===== src/rtl/fpau_pkg.sv =====
// Package for the floating pack, unpack and add datapath
// ****************************************************************
// Widths, opcodes and exponent patterns
// ****************************************************************
package fpau_pkg;

   localparam int WORD_W  = 60;
   localparam int COEF_W  = 48;
   localparam int EXP_W   = 11;
   localparam int IDX_W   = 18;
   localparam int INSTR_W = 15;

   // Instruction field positions within the 15-bit word
   localparam int OPC_LSB = 9;
   localparam int RES_LSB = 6;
   localparam int FST_LSB = 3;
   localparam int SND_LSB = 0;

   localparam logic [5:0] OPC_RND_NORM = 6'h15;
   localparam logic [5:0] OPC_UNPACK   = 6'h16;
   localparam logic [5:0] OPC_PACK     = 6'h17;
   localparam logic [5:0] OPC_FSUM     = 6'h18;
   localparam logic [5:0] OPC_FDIFF    = 6'h19;
   localparam logic [5:0] OPC_DSUM     = 6'h1A;
   localparam logic [5:0] OPC_DDIFF    = 6'h1B;

   // Top 12 bits of special operands
   localparam logic [11:0] INF_POS_TOP = 12'h7FF;
   localparam logic [11:0] INF_NEG_TOP = 12'h800;
   localparam logic [11:0] IND_POS_TOP = 12'h3FF;
   localparam logic [11:0] IND_NEG_TOP = 12'hC00;

   localparam logic [11:0] ALIGN_SAT    = 12'h080;
   localparam logic [10:0] LOW_HALF_ADJ = 11'h030;
   localparam logic [5:0]  ZERO_COEF_N  = 6'h30;
   localparam int          LATENCY      = 1;

   typedef struct packed {
      logic [5:0] opcode;
      logic [2:0] result_sel;
      logic [2:0] first_sel;
      logic [2:0] second_sel;
   } fpau_instr_t;

   typedef struct packed {
      logic              result_wr;
      logic [2:0]        result_sel;
      logic [WORD_W-1:0] result_word;
      logic              index_wr;
      logic [2:0]        index_sel;
      logic [IDX_W-1:0]  index_word;
      logic              infinite_exit;
      logic              indefinite_exit;
   } fpau_wb_t;

   localparam fpau_wb_t WB_RST = '0;

endpackage : fpau_pkg


===== src/rtl/fpau_core.sv =====
// Floating round-normalize exit, unpack, pack and add/subtract datapath
// Contract
// - Round-normalize of infinite/indefinite: copy source, zero count, raise exit.
// - Any floating sum/difference with special operand raises matching exit.
// - Unpack result: low 48 bits kept, top 12 bits copy sign.
// - Unpack count: unbiased, sign-removed exponent sign extended to 18 bits.
// - Pack copies low 48 bits and sign bit of coefficient source.
// - Pack exponent from low 11 index bits, biased, sign adjusted.
// - Add/subtract aligns smaller-exponent coefficient right by exponent difference.
// - Single sum adds into 96 bits, packs upper half, larger exponent.
// - Differences subtract second aligned coefficient from first.
// - Coefficient overflow shifts right one, exponent plus one.
// - Add/subtract results are never normalized.
// - Exponent difference above 128 makes aligned operand all sign bits.
// - Double forms deliver lower half of 96-bit result.
// - Double forms pack exponent as larger exponent minus 48.
// - Sign in bit 59, coefficient in low 48 bits.
`timescale 1ns/1ps
`default_nettype none

module fpau_core
(
   input  wire logic                          clk,
   input  wire logic                          sys_rst,
   input  wire logic                          issue_valid,
   input  wire logic [fpau_pkg::INSTR_W-1:0]  instr_word,
   input  wire logic [fpau_pkg::WORD_W-1:0]   first_operand_reg,
   input  wire logic [fpau_pkg::WORD_W-1:0]   second_operand_reg,
   input  wire logic [fpau_pkg::IDX_W-1:0]    index_count_reg,
   output var  fpau_pkg::fpau_wb_t            writeback
);
   import fpau_pkg::*;

   // ****************************************************************
   // Format helpers
   // ****************************************************************
   function automatic logic is_inf(input logic [WORD_W-1:0] w);
      return (w[59:48] == INF_POS_TOP) || (w[59:48] == INF_NEG_TOP);
   endfunction : is_inf

   function automatic logic is_indef(input logic [WORD_W-1:0] w);
      return (w[59:48] == IND_POS_TOP) || (w[59:48] == IND_NEG_TOP);
   endfunction : is_indef

   // Negative words hold the exponent field complemented
   function automatic logic signed [EXP_W-1:0] unbias(
      input logic [WORD_W-1:0] w);
      logic [EXP_W-1:0] f;
      f = w[59] ? ~w[58:48] : w[58:48];
      return {~f[10], f[9:0]};
   endfunction : unbias

   // Ones' complement exponents go through two's complement adders
   function automatic logic signed [11:0] oc_to_tc(
      input logic [EXP_W-1:0] e);
      return $signed({e[10], e}) + $signed({11'h000, e[10]});
   endfunction : oc_to_tc

   function automatic logic [EXP_W-1:0] tc_to_oc(input logic [11:0] x);
      return x[11] ? 11'(x - 12'h001) : x[10:0];
   endfunction : tc_to_oc

   function automatic logic [WORD_W-1:0] pack_word(
      input logic              s,
      input logic [EXP_W-1:0]  e,
      input logic [COEF_W-1:0] c);
      logic [EXP_W-1:0] f;
      f = {~e[10], e[9:0]};
      return {s, (s ? ~f : f), c};
   endfunction : pack_word

   // Ones' complement coefficient placed in the upper half of 96 bits,
   // shifted with sign fill, then converted to two's complement
   function automatic logic signed [98:0] align(
      input logic [WORD_W-1:0] w,
      input logic [11:0]       sh);
      logic signed [96:0] oc;
      logic        [96:0] t;
      oc = {w[59], w[47:0], {48{w[59]}}};
      if (sh > ALIGN_SAT)
      begin
         t = {97{w[59]}};
      end
      else
      begin
         t = oc >>> sh;
      end
      return $signed({{2{t[96]}}, t}) + $signed({98'h0, w[59]});
   endfunction : align

   function automatic logic [5:0] lead_count(
      input logic [48:0] x,
      input logic        s);
      logic [5:0] n;
      logic       run;
      n = '0;
      run = 1'b1;
      for (int i = 48; i >= 1; i--)
      begin
         if (run && (x[i] == s))
         begin
            n = n + 6'h01;
         end
         else
         begin
            run = 1'b0;
         end
      end
      return n;
   endfunction : lead_count

   // ****************************************************************
   // Decode
   // ****************************************************************
   fpau_instr_t ins;
   logic        is_addop;
   logic        is_sub;
   logic        is_dbl;

   assign ins      = fpau_instr_t'(instr_word);
   assign is_addop = (ins.opcode == OPC_FSUM) || (ins.opcode == OPC_FDIFF)
                  || (ins.opcode == OPC_DSUM) || (ins.opcode == OPC_DDIFF);
   assign is_sub   = (ins.opcode == OPC_FDIFF) || (ins.opcode == OPC_DDIFF);
   assign is_dbl   = (ins.opcode == OPC_DSUM) || (ins.opcode == OPC_DDIFF);

   // ****************************************************************
   // Add and subtract path
   // ****************************************************************
   logic signed [EXP_W-1:0] exp_j;
   logic signed [EXP_W-1:0] exp_k;
   logic signed [EXP_W-1:0] exp_big;
   logic signed [11:0]      exp_diff;
   logic        [11:0]      neg_diff;
   logic        [11:0]      shift_j;
   logic        [11:0]      shift_k;
   logic signed [98:0]      al_j;
   logic signed [98:0]      al_k;
   logic signed [98:0]      sum_s;
   logic signed [98:0]      neg_s;
   logic                    sum_neg;
   logic        [97:0]      mag;
   logic        [97:0]      mag_adj;
   logic                    coef_ovf;
   logic        [COEF_W-1:0] coef_sel;
   logic        [EXP_W-1:0] exp_res;
   logic        [WORD_W-1:0] add_word;

   assign exp_j    = unbias(first_operand_reg);
   assign exp_k    = unbias(second_operand_reg);
   assign exp_diff = oc_to_tc(exp_j) - oc_to_tc(exp_k);
   assign neg_diff = 12'(-exp_diff);
   assign shift_k  = exp_diff[11] ? 12'h000 : exp_diff;
   assign shift_j  = exp_diff[11] ? neg_diff : 12'h000;
   assign exp_big  = exp_diff[11] ? exp_k : exp_j;
   assign al_j     = align(first_operand_reg, shift_j);
   assign al_k     = align(second_operand_reg, shift_k);
   assign sum_s    = is_sub ? (al_j - al_k) : (al_j + al_k);
   assign neg_s    = -sum_s;
   assign sum_neg  = sum_s[98];
   assign mag      = sum_neg ? neg_s[97:0] : sum_s[97:0];
   assign coef_ovf = |mag[97:96];
   assign mag_adj  = coef_ovf ? (mag >> 1) : mag;
   // No leading-zero removal: the caller normalizes if needed
   assign coef_sel = is_dbl ? mag_adj[47:0] : mag_adj[95:48];
   assign exp_res  = tc_to_oc(oc_to_tc(exp_big) + 12'(coef_ovf)
                   - (is_dbl ? 12'(LOW_HALF_ADJ) : 12'h000));
   assign add_word = pack_word(sum_neg,
                               exp_res,
                               sum_neg ? ~coef_sel : coef_sel);

   // ****************************************************************
   // Round-normalize path
   // ****************************************************************
   logic [48:0]             rn_x;
   logic [5:0]              rn_n;
   logic [48:0]             rn_sh;
   logic [EXP_W-1:0]        rn_exp;
   logic                    rn_special;

   // Round bit is the complement of the sign, below the coefficient
   assign rn_x       = {second_operand_reg[47:0], ~second_operand_reg[59]};
   assign rn_n       = lead_count(rn_x, second_operand_reg[59]);
   assign rn_sh      = rn_x << rn_n;
   assign rn_exp     = tc_to_oc(oc_to_tc(exp_k) - 12'(rn_n));
   assign rn_special = is_inf(second_operand_reg)
                    || is_indef(second_operand_reg);

   // ****************************************************************
   // Writeback selection
   // ****************************************************************
   fpau_wb_t wb_nxt;
   fpau_wb_t wb_r;

   always_comb
   begin
      wb_nxt            = WB_RST;
      wb_nxt.result_sel = ins.result_sel;
      wb_nxt.index_sel  = ins.first_sel;
      if (issue_valid)
      begin
         unique case (1'b1)
            (ins.opcode == OPC_RND_NORM):
            begin
               wb_nxt.result_wr = 1'b1;
               wb_nxt.index_wr  = 1'b1;
               if (rn_special)
               begin
                  // Special operand passes through untouched
                  wb_nxt.result_word     = second_operand_reg;
                  wb_nxt.index_word      = '0;
                  wb_nxt.infinite_exit   = is_inf(second_operand_reg);
                  wb_nxt.indefinite_exit = is_indef(second_operand_reg);
               end
               else if (rn_n == ZERO_COEF_N)
               begin
                  wb_nxt.result_word = '0;
                  wb_nxt.index_word  = {12'h000, rn_n};
               end
               else
               begin
                  wb_nxt.result_word = pack_word(second_operand_reg[59],
                                                 rn_exp, rn_sh[48:1]);
                  wb_nxt.index_word  = {12'h000, rn_n};
               end
            end
            (ins.opcode == OPC_UNPACK):
            begin
               wb_nxt.result_wr   = 1'b1;
               wb_nxt.index_wr    = 1'b1;
               wb_nxt.result_word = {{12{second_operand_reg[59]}},
                                     second_operand_reg[47:0]};
               wb_nxt.index_word  = {{7{exp_k[10]}}, exp_k};
            end
            (ins.opcode == OPC_PACK):
            begin
               wb_nxt.result_wr   = 1'b1;
               wb_nxt.result_word = pack_word(second_operand_reg[59],
                                              index_count_reg[10:0],
                                              second_operand_reg[47:0]);
            end
            is_addop:
            begin
               wb_nxt.result_wr       = 1'b1;
               wb_nxt.result_word     = add_word;
               wb_nxt.infinite_exit   = is_inf(first_operand_reg)
                                     || is_inf(second_operand_reg);
               wb_nxt.indefinite_exit = is_indef(first_operand_reg)
                                     || is_indef(second_operand_reg);
            end
            default: wb_nxt.result_wr = 1'b0;
         endcase
      end
   end

   always_ff @(posedge clk)
   begin
      if (sys_rst)
      begin
         wb_r <= WB_RST;
      end
      else
      begin
         wb_r <= wb_nxt;
      end
   end

   assign writeback = wb_r;

   logic go_rn;
   logic go_unpack;
   logic go_pack;
   logic go_add;
   assign go_rn     = issue_valid && (ins.opcode == OPC_RND_NORM);
   assign go_unpack = issue_valid && (ins.opcode == OPC_UNPACK);
   assign go_pack   = issue_valid && (ins.opcode == OPC_PACK);
   assign go_add    = issue_valid && is_addop;
endmodule : fpau_core
`default_nettype wire


===== config.mk =====
export PLATFORM = sky130hd
export DESIGN_NAME = fpau_core
export DESIGN_NICKNAME = d
export VERILOG_FILES = /design/src/rtl/fpau_pkg.sv /design/src/rtl/fpau_core.sv
export SDC_FILE = /design/constraint.sdc
export NUM_CORES = 2
export LEC_CHECK = 0
export BUFFER_PORTS_ARGS = -buffer_cell sky130_fd_sc_hd__buf_2
export CORE_ASPECT_RATIO = 1.2
export CORE_MARGIN = 1
export CORE_UTILIZATION = 64
export CTS_CLUSTER_DIAMETER = 120
export DETAILED_ROUTE_END_ITERATION = 12
export HOLD_SLACK_MARGIN = 0.05
export PLACE_DENSITY = 0.81
export RECOVER_POWER = 100
export SLEW_MARGIN = 20
export SYNTH_ARGS = -nofsm -noshare
export SYNTH_HDL_FRONTEND = slang
export SYNTH_SLANG_ARGS = --single-unit

===== constraint.sdc =====
create_clock -name clk -period 50.8 [get_ports clk]
set_input_delay 10.16 -clock clk [delete_from_list [all_inputs] [get_ports clk]]
set_output_delay 10.16 -clock clk [all_outputs]
set_load 0.02 [all_outputs]

==> results.md, run 1 <==
### Run status
• run status: did not finish
• last stage the flow got to: global routing (5_1_grt)
• run-stopping error: [ERROR GRT-0116] Global routing finished with congestion. Check the congestion regions in the DRC Viewer.

### Clock network
• root buf cell: sky130_fd_sc_hd__clkbuf_16
• number of levels the H-tree was split into: 3
• count of buffers added by post-CTS timing repair for setup: 0
• hold buffer count at cts: 0
• deepest clock path buffer count: 2
• total clock buffers created by CTS: 9
• # resized after CTS: 0
• sink count of the clock tree: 81

### Synth
• mean post-synth cell area: 6.594 um2
• post-synth top area share: 8.087%
• most common flop cell mapped by yosys: sky130_fd_sc_hd__dfxtp_1
• Netlist cell types: 127
• synthesized net count: 7672
• Syn. warnings: 0
• cell count after synthesis: 7309
• Synth top cells by count: 804 x sky130_fd_sc_hd__nand2_1, 647 x sky130_fd_sc_hd__nor2_1, 621 x sky130_fd_sc_hd__a21oi_1
• number of synthesized flops with an enable pin: 0
• Post-synth ARST share: 0%
• portion of the post-synthesis area used by sequential elements: 3.365%
• top cell type by total area after synthesis: sky130_fd_sc_hd__xnor2_1
• area of the mapped netlist: 48190 um2
• most frequent cell after synthesis: sky130_fd_sc_hd__nand2_1
• number of storage elements in the synthesis netlist: 81
• cells taking the most area after synthesis: sky130_fd_sc_hd__xnor2_1 8.1%, sky130_fd_sc_hd__a21oi_1 6.4%, sky130_fd_sc_hd__nand2_1 6.3%, sky130_fd_sc_hd__mux2i_1 6.3%, sky130_fd_sc_hd__ha_1 5.3%

### Die
• die outline width: 252.5 um
• std cell rows: 109
• number of placed I/O pins: 244
• DIE HEIGHT: 302.6 um
• Initial Utilization: 65.08%

### Global routing
• GRT Resource Usage Total: 68.83%
• vias in the first global route: 61.70k
• wire length of the first global-routing pass: 401200 um
• maximum number of pins on one net before global-route repair: 137
• GR Overflow Total: 161

### Place
• Port Buffer Count: 233
• DP HPWL: 193100 um
• final weighted congestion of routability-driven global placement: 1.311
• worst slack after detailed placement: 4.872 ns

logic make-up after synthesis:
family / Yosys count / synth area share [%]
muxes: 369 / 8.098
AOI/OAI and AO/OA: 2464 / 34.56
xor gates and xnor gates: 721 / 14.07
adders and majority gates: 211 / 5.520
buffers and inverters: 720 / 6.529
and+or+nand+nor: 2743 / 27.86
DFF: 81 / 3.365
layer usage:
| layer | track usage (%) | GRT overflow |
|---|---|---|
| met4 | 66.39 | 78 |
| met2 | 91.13 | 81 |
| met1 | 72.20 | 0 |
| met5 | 4.410 | 0 |
| met3 | 44.40 | 2 |
stage by stage:
stage / util [%] / instance area, um2 / hold WS [ns] / std cells
floorplan: - / 48190 / 10.23 / 7309
global placement: 66.79 / 49460 / 10.37 / 8144
detailed placement: 66.79 / 49460 / 10.38 / 8144
CTS: 67.23 / 49790 / 10.01 / 8160
==> run 2, diff against run 1 <==
CORE_ASPECT_RATIO = default   (was 1.2)
CORE_UTILIZATION = 40   (was 64)
CTS_CLUSTER_DIAMETER = default   (was 120)
HOLD_SLACK_MARGIN = default   (was 0.05)
PLACE_DENSITY = default   (was 0.81)
PLACE_DENSITY_LB_ADDON = 0.15   (was default)
==> run 2 against run 1 <==
Against the previous run: synthesized cell count is the same; area after synthesis is the same; the flow now finishes, with violations (max-capacitance violations, max-slew violations).
==> results.md, run 2 <==
### Place
• DP HPWL: 230200 um, +19%
• final weighted congestion of routability-driven global placement: 1.097, -16%
• Port Buffer Count: 233, unchanged
• placed instance count: 8790, +7.9%

### Clock network
• number of levels the H-tree was split into: 3, unchanged
• hold buffer count at cts: 0, unchanged
• sink count of the clock tree: 81, unchanged
• CTS clock-pin slew for the worst setup and hold paths: 0.07 ns
• deepest clock path buffer count: 2, unchanged
• root buf cell: sky130_fd_sc_hd__clkbuf_16
• # resized after CTS: 0, unchanged
• total clock buffers created by CTS: 9, unchanged
• count of buffers added by post-CTS timing repair for setup: 0, unchanged
• CTS tree: done

### Synth
• most common flop cell mapped by yosys: sky130_fd_sc_hd__dfxtp_1
• number of synthesized flops with an enable pin: 0, unchanged
• most frequent cell after synthesis: sky130_fd_sc_hd__nand2_1
• mean post-synth cell area: 6.594 um2, unchanged
• synthesized net count: 7672, unchanged
• cells taking the most area after synthesis: sky130_fd_sc_hd__xnor2_1 8.1%, sky130_fd_sc_hd__a21oi_1 6.4%, sky130_fd_sc_hd__nand2_1 6.3%, sky130_fd_sc_hd__mux2i_1 6.3%, sky130_fd_sc_hd__ha_1 5.3%
• top cell type by total area after synthesis: sky130_fd_sc_hd__xnor2_1
• Post-synth ARST share: 0%, unchanged
• portion of the post-synthesis area used by sequential elements: 3.365%, unchanged
• Netlist cell types: 127, unchanged
• post-synth top area share: 8.087%, unchanged
• number of storage elements in the synthesis netlist: 81, unchanged
• Synth top cells by count: 804 x sky130_fd_sc_hd__nand2_1, 647 x sky130_fd_sc_hd__nor2_1, 621 x sky130_fd_sc_hd__a21oi_1
• area of the mapped netlist: 48190 um2, unchanged
• Syn. warnings: 0, unchanged
• cell count after synthesis: 7309, unchanged

### Critical path
• startpoint kind of the worst setup timing path: input port
• Crit. End Element: flop
• Worst path slowest cell: sky130_fd_sc_hd__clkbuf_1
• delay contributed by the slowest stage of the critical path: 1.44 ns
• Critical Setup Path Class: in2reg
• required time at the endpoint of the critical path: 51.00 ns
• top fanout value on the critical path: 69
• Worst path most repeated cell: sky130_fd_sc_hd__ha_1
• crit path DAT: 47.20 ns

### Min path
• worst min-delay path endpoint: writeback[20]
• cell count of the worst hold path: 2
• startpoint of the worst hold path: instr_word[3]
• worst min path class: in2reg

### Cells and area
• net count reported at finish: 7564
• Post-Layout Cell Count: 8816
• share of the core filled with cells: 42.86%
• count of filler cells inserted in the layout: 12.80k
• commonest non-fill, non-tap cells in the layout: 802 x sky130_fd_sc_hd__nand2_1, 644 x sky130_fd_sc_hd__nor2_1, 618 x sky130_fd_sc_hd__a21oi_1
• area added between synthesis and finish: 5.571%
• most common library cell in the layout ignoring fill and taps: sky130_fd_sc_hd__nand2_1
• share of layout cells above drive strength 1: 8.979%
• number of flip-flops in the largest register: 81

### Run status
• run status: finished, violations left
• violated checks: max-capacitance violations, max-slew violations

### STA
• unrepaired setup endpoints after global routing: no
• shortest period the worst path allows: 47.00 ns
• Max Clk Rate: 21.27 MHz
• sum of negative setup slack: 0 ns
• Final Max Slew Viols: 231
• hold_ws: 10.02 ns
• Tcrit/Tclk final: 92.53%
• final hold violation count: 0
• worst-margin pin slew: 3.510 ns
• Relative slew margins: -134.0%
• setup-violating endpoint count in the final report: 0

### Detailed routing
• Vias per Instance: 7.109
• aggregate routed wire length: 290800 um
• drt first-iter violations: 9960
• total vias in the final route: 62.67k
• DRC: 0
• Initial DRT Pass Iterations: 7
• wire per inst: 32.98 um
• remaining antenna violation count: 0

### Die
• number of placed I/O pins: 244, unchanged
• full die area: 121900 um2
• core footprint: 118700 um2
• DIE HEIGHT: 349.1 um, +15%
• die outline width: 349.1 um, +38%
• std cell rows: 126, +16%
• Initial Utilization: 40.60%, -24 points

### Job
• max-capacitance violation count: 6

### Global routing
• vias in the first global route: 55.22k
• initial antenna violation count: 17
• wire length of the first global-routing pass: 406800 um
• maximum number of pins on one net before global-route repair: 139
• GRT Resource Usage Total: 45.18%
• GR Overflow Total: 0

==> run 2: cell counts after synthesis <==
No cell type changed its count.
==> run 2: kinds of logic after synthesis <==
| family | after synthesis | share of synthesized area [%] |
|---|---|---|
| and+or+nand+nor | 2743 | 27.86 |
| muxes | 369 | 8.098 |
| AOI/OAI and AO/OA | 2464 | 34.56 |
| adders and majority gates | 211 | 5.520 |
| xor gates and xnor gates | 721 | 14.07 |
| buffers and inverters | 720 | 6.529 |
| DFF | 81 | 3.365 |
==> run 2: how the worst max path moves through the flow <==
stage                                start            end  slack [ns]
finish              second_operand_reg[59]  writeback[63]        3.80
global route        second_operand_reg[59]  writeback[82]        1.10
CTS                 second_operand_reg[59]  writeback[82]        4.62
detailed placement  second_operand_reg[59]  writeback[82]        4.40
global placement    second_operand_reg[59]  writeback[82]        4.84
floorplan           second_operand_reg[59]  writeback[82]        8.25
==> run 2: worst max-delay path: cells and delay by family <==
| family | cells | cell delay [ns] |
|---|---|---|
| adder cells (fa/ha/maj) | 44 | 13.62 |
| multiplexers | 14 | 3.17 |
| buffers and inverters | 13 | 4.21 |
| AND/OR/NAND/NOR | 35 | 5.14 |
| XOR/XNOR | 2 | 0.36 |
| AO/OA/AOI/OAI | 55 | 10.40 |
==> run 2: stage by stage <==
step | worst slack, ns | cell area, um2
after floorplan | 8.253 | 48190
after global placement | 4.840 | 50650
after detailed placement | 4.396 | 50650
after CTS | 4.617 | 50980
after global routing | 1.099 | 50860
final | 3.795 | 50880
==> run 2: cell type report <==
cell class	count	area, um2	area share [%]
diodes	10	25.02	0.04918
clock buffers	9	225.2	0.4427
multi-input cells	6508	43700	85.89
well taps	1600	2002	3.935
flip-flops and latches	81	1622	3.187
inverters	172	648.1	1.274
clock inverters	7	105.1	0.2066
repair buffers	429	2550	5.012
==> run 2: routing by layer <==
layer / GRT usage, % / routed length (um)
met5: 0.4402 / 128
met1: 62.68 / 122000
met2: 63.55 / 114000
met3: 13.64 / 39700
met4: 18.99 / 14880
Power of run 2 is not shown: default switching activity piles up to over one toggle a cycle in this logic, so the estimate is an artifact.
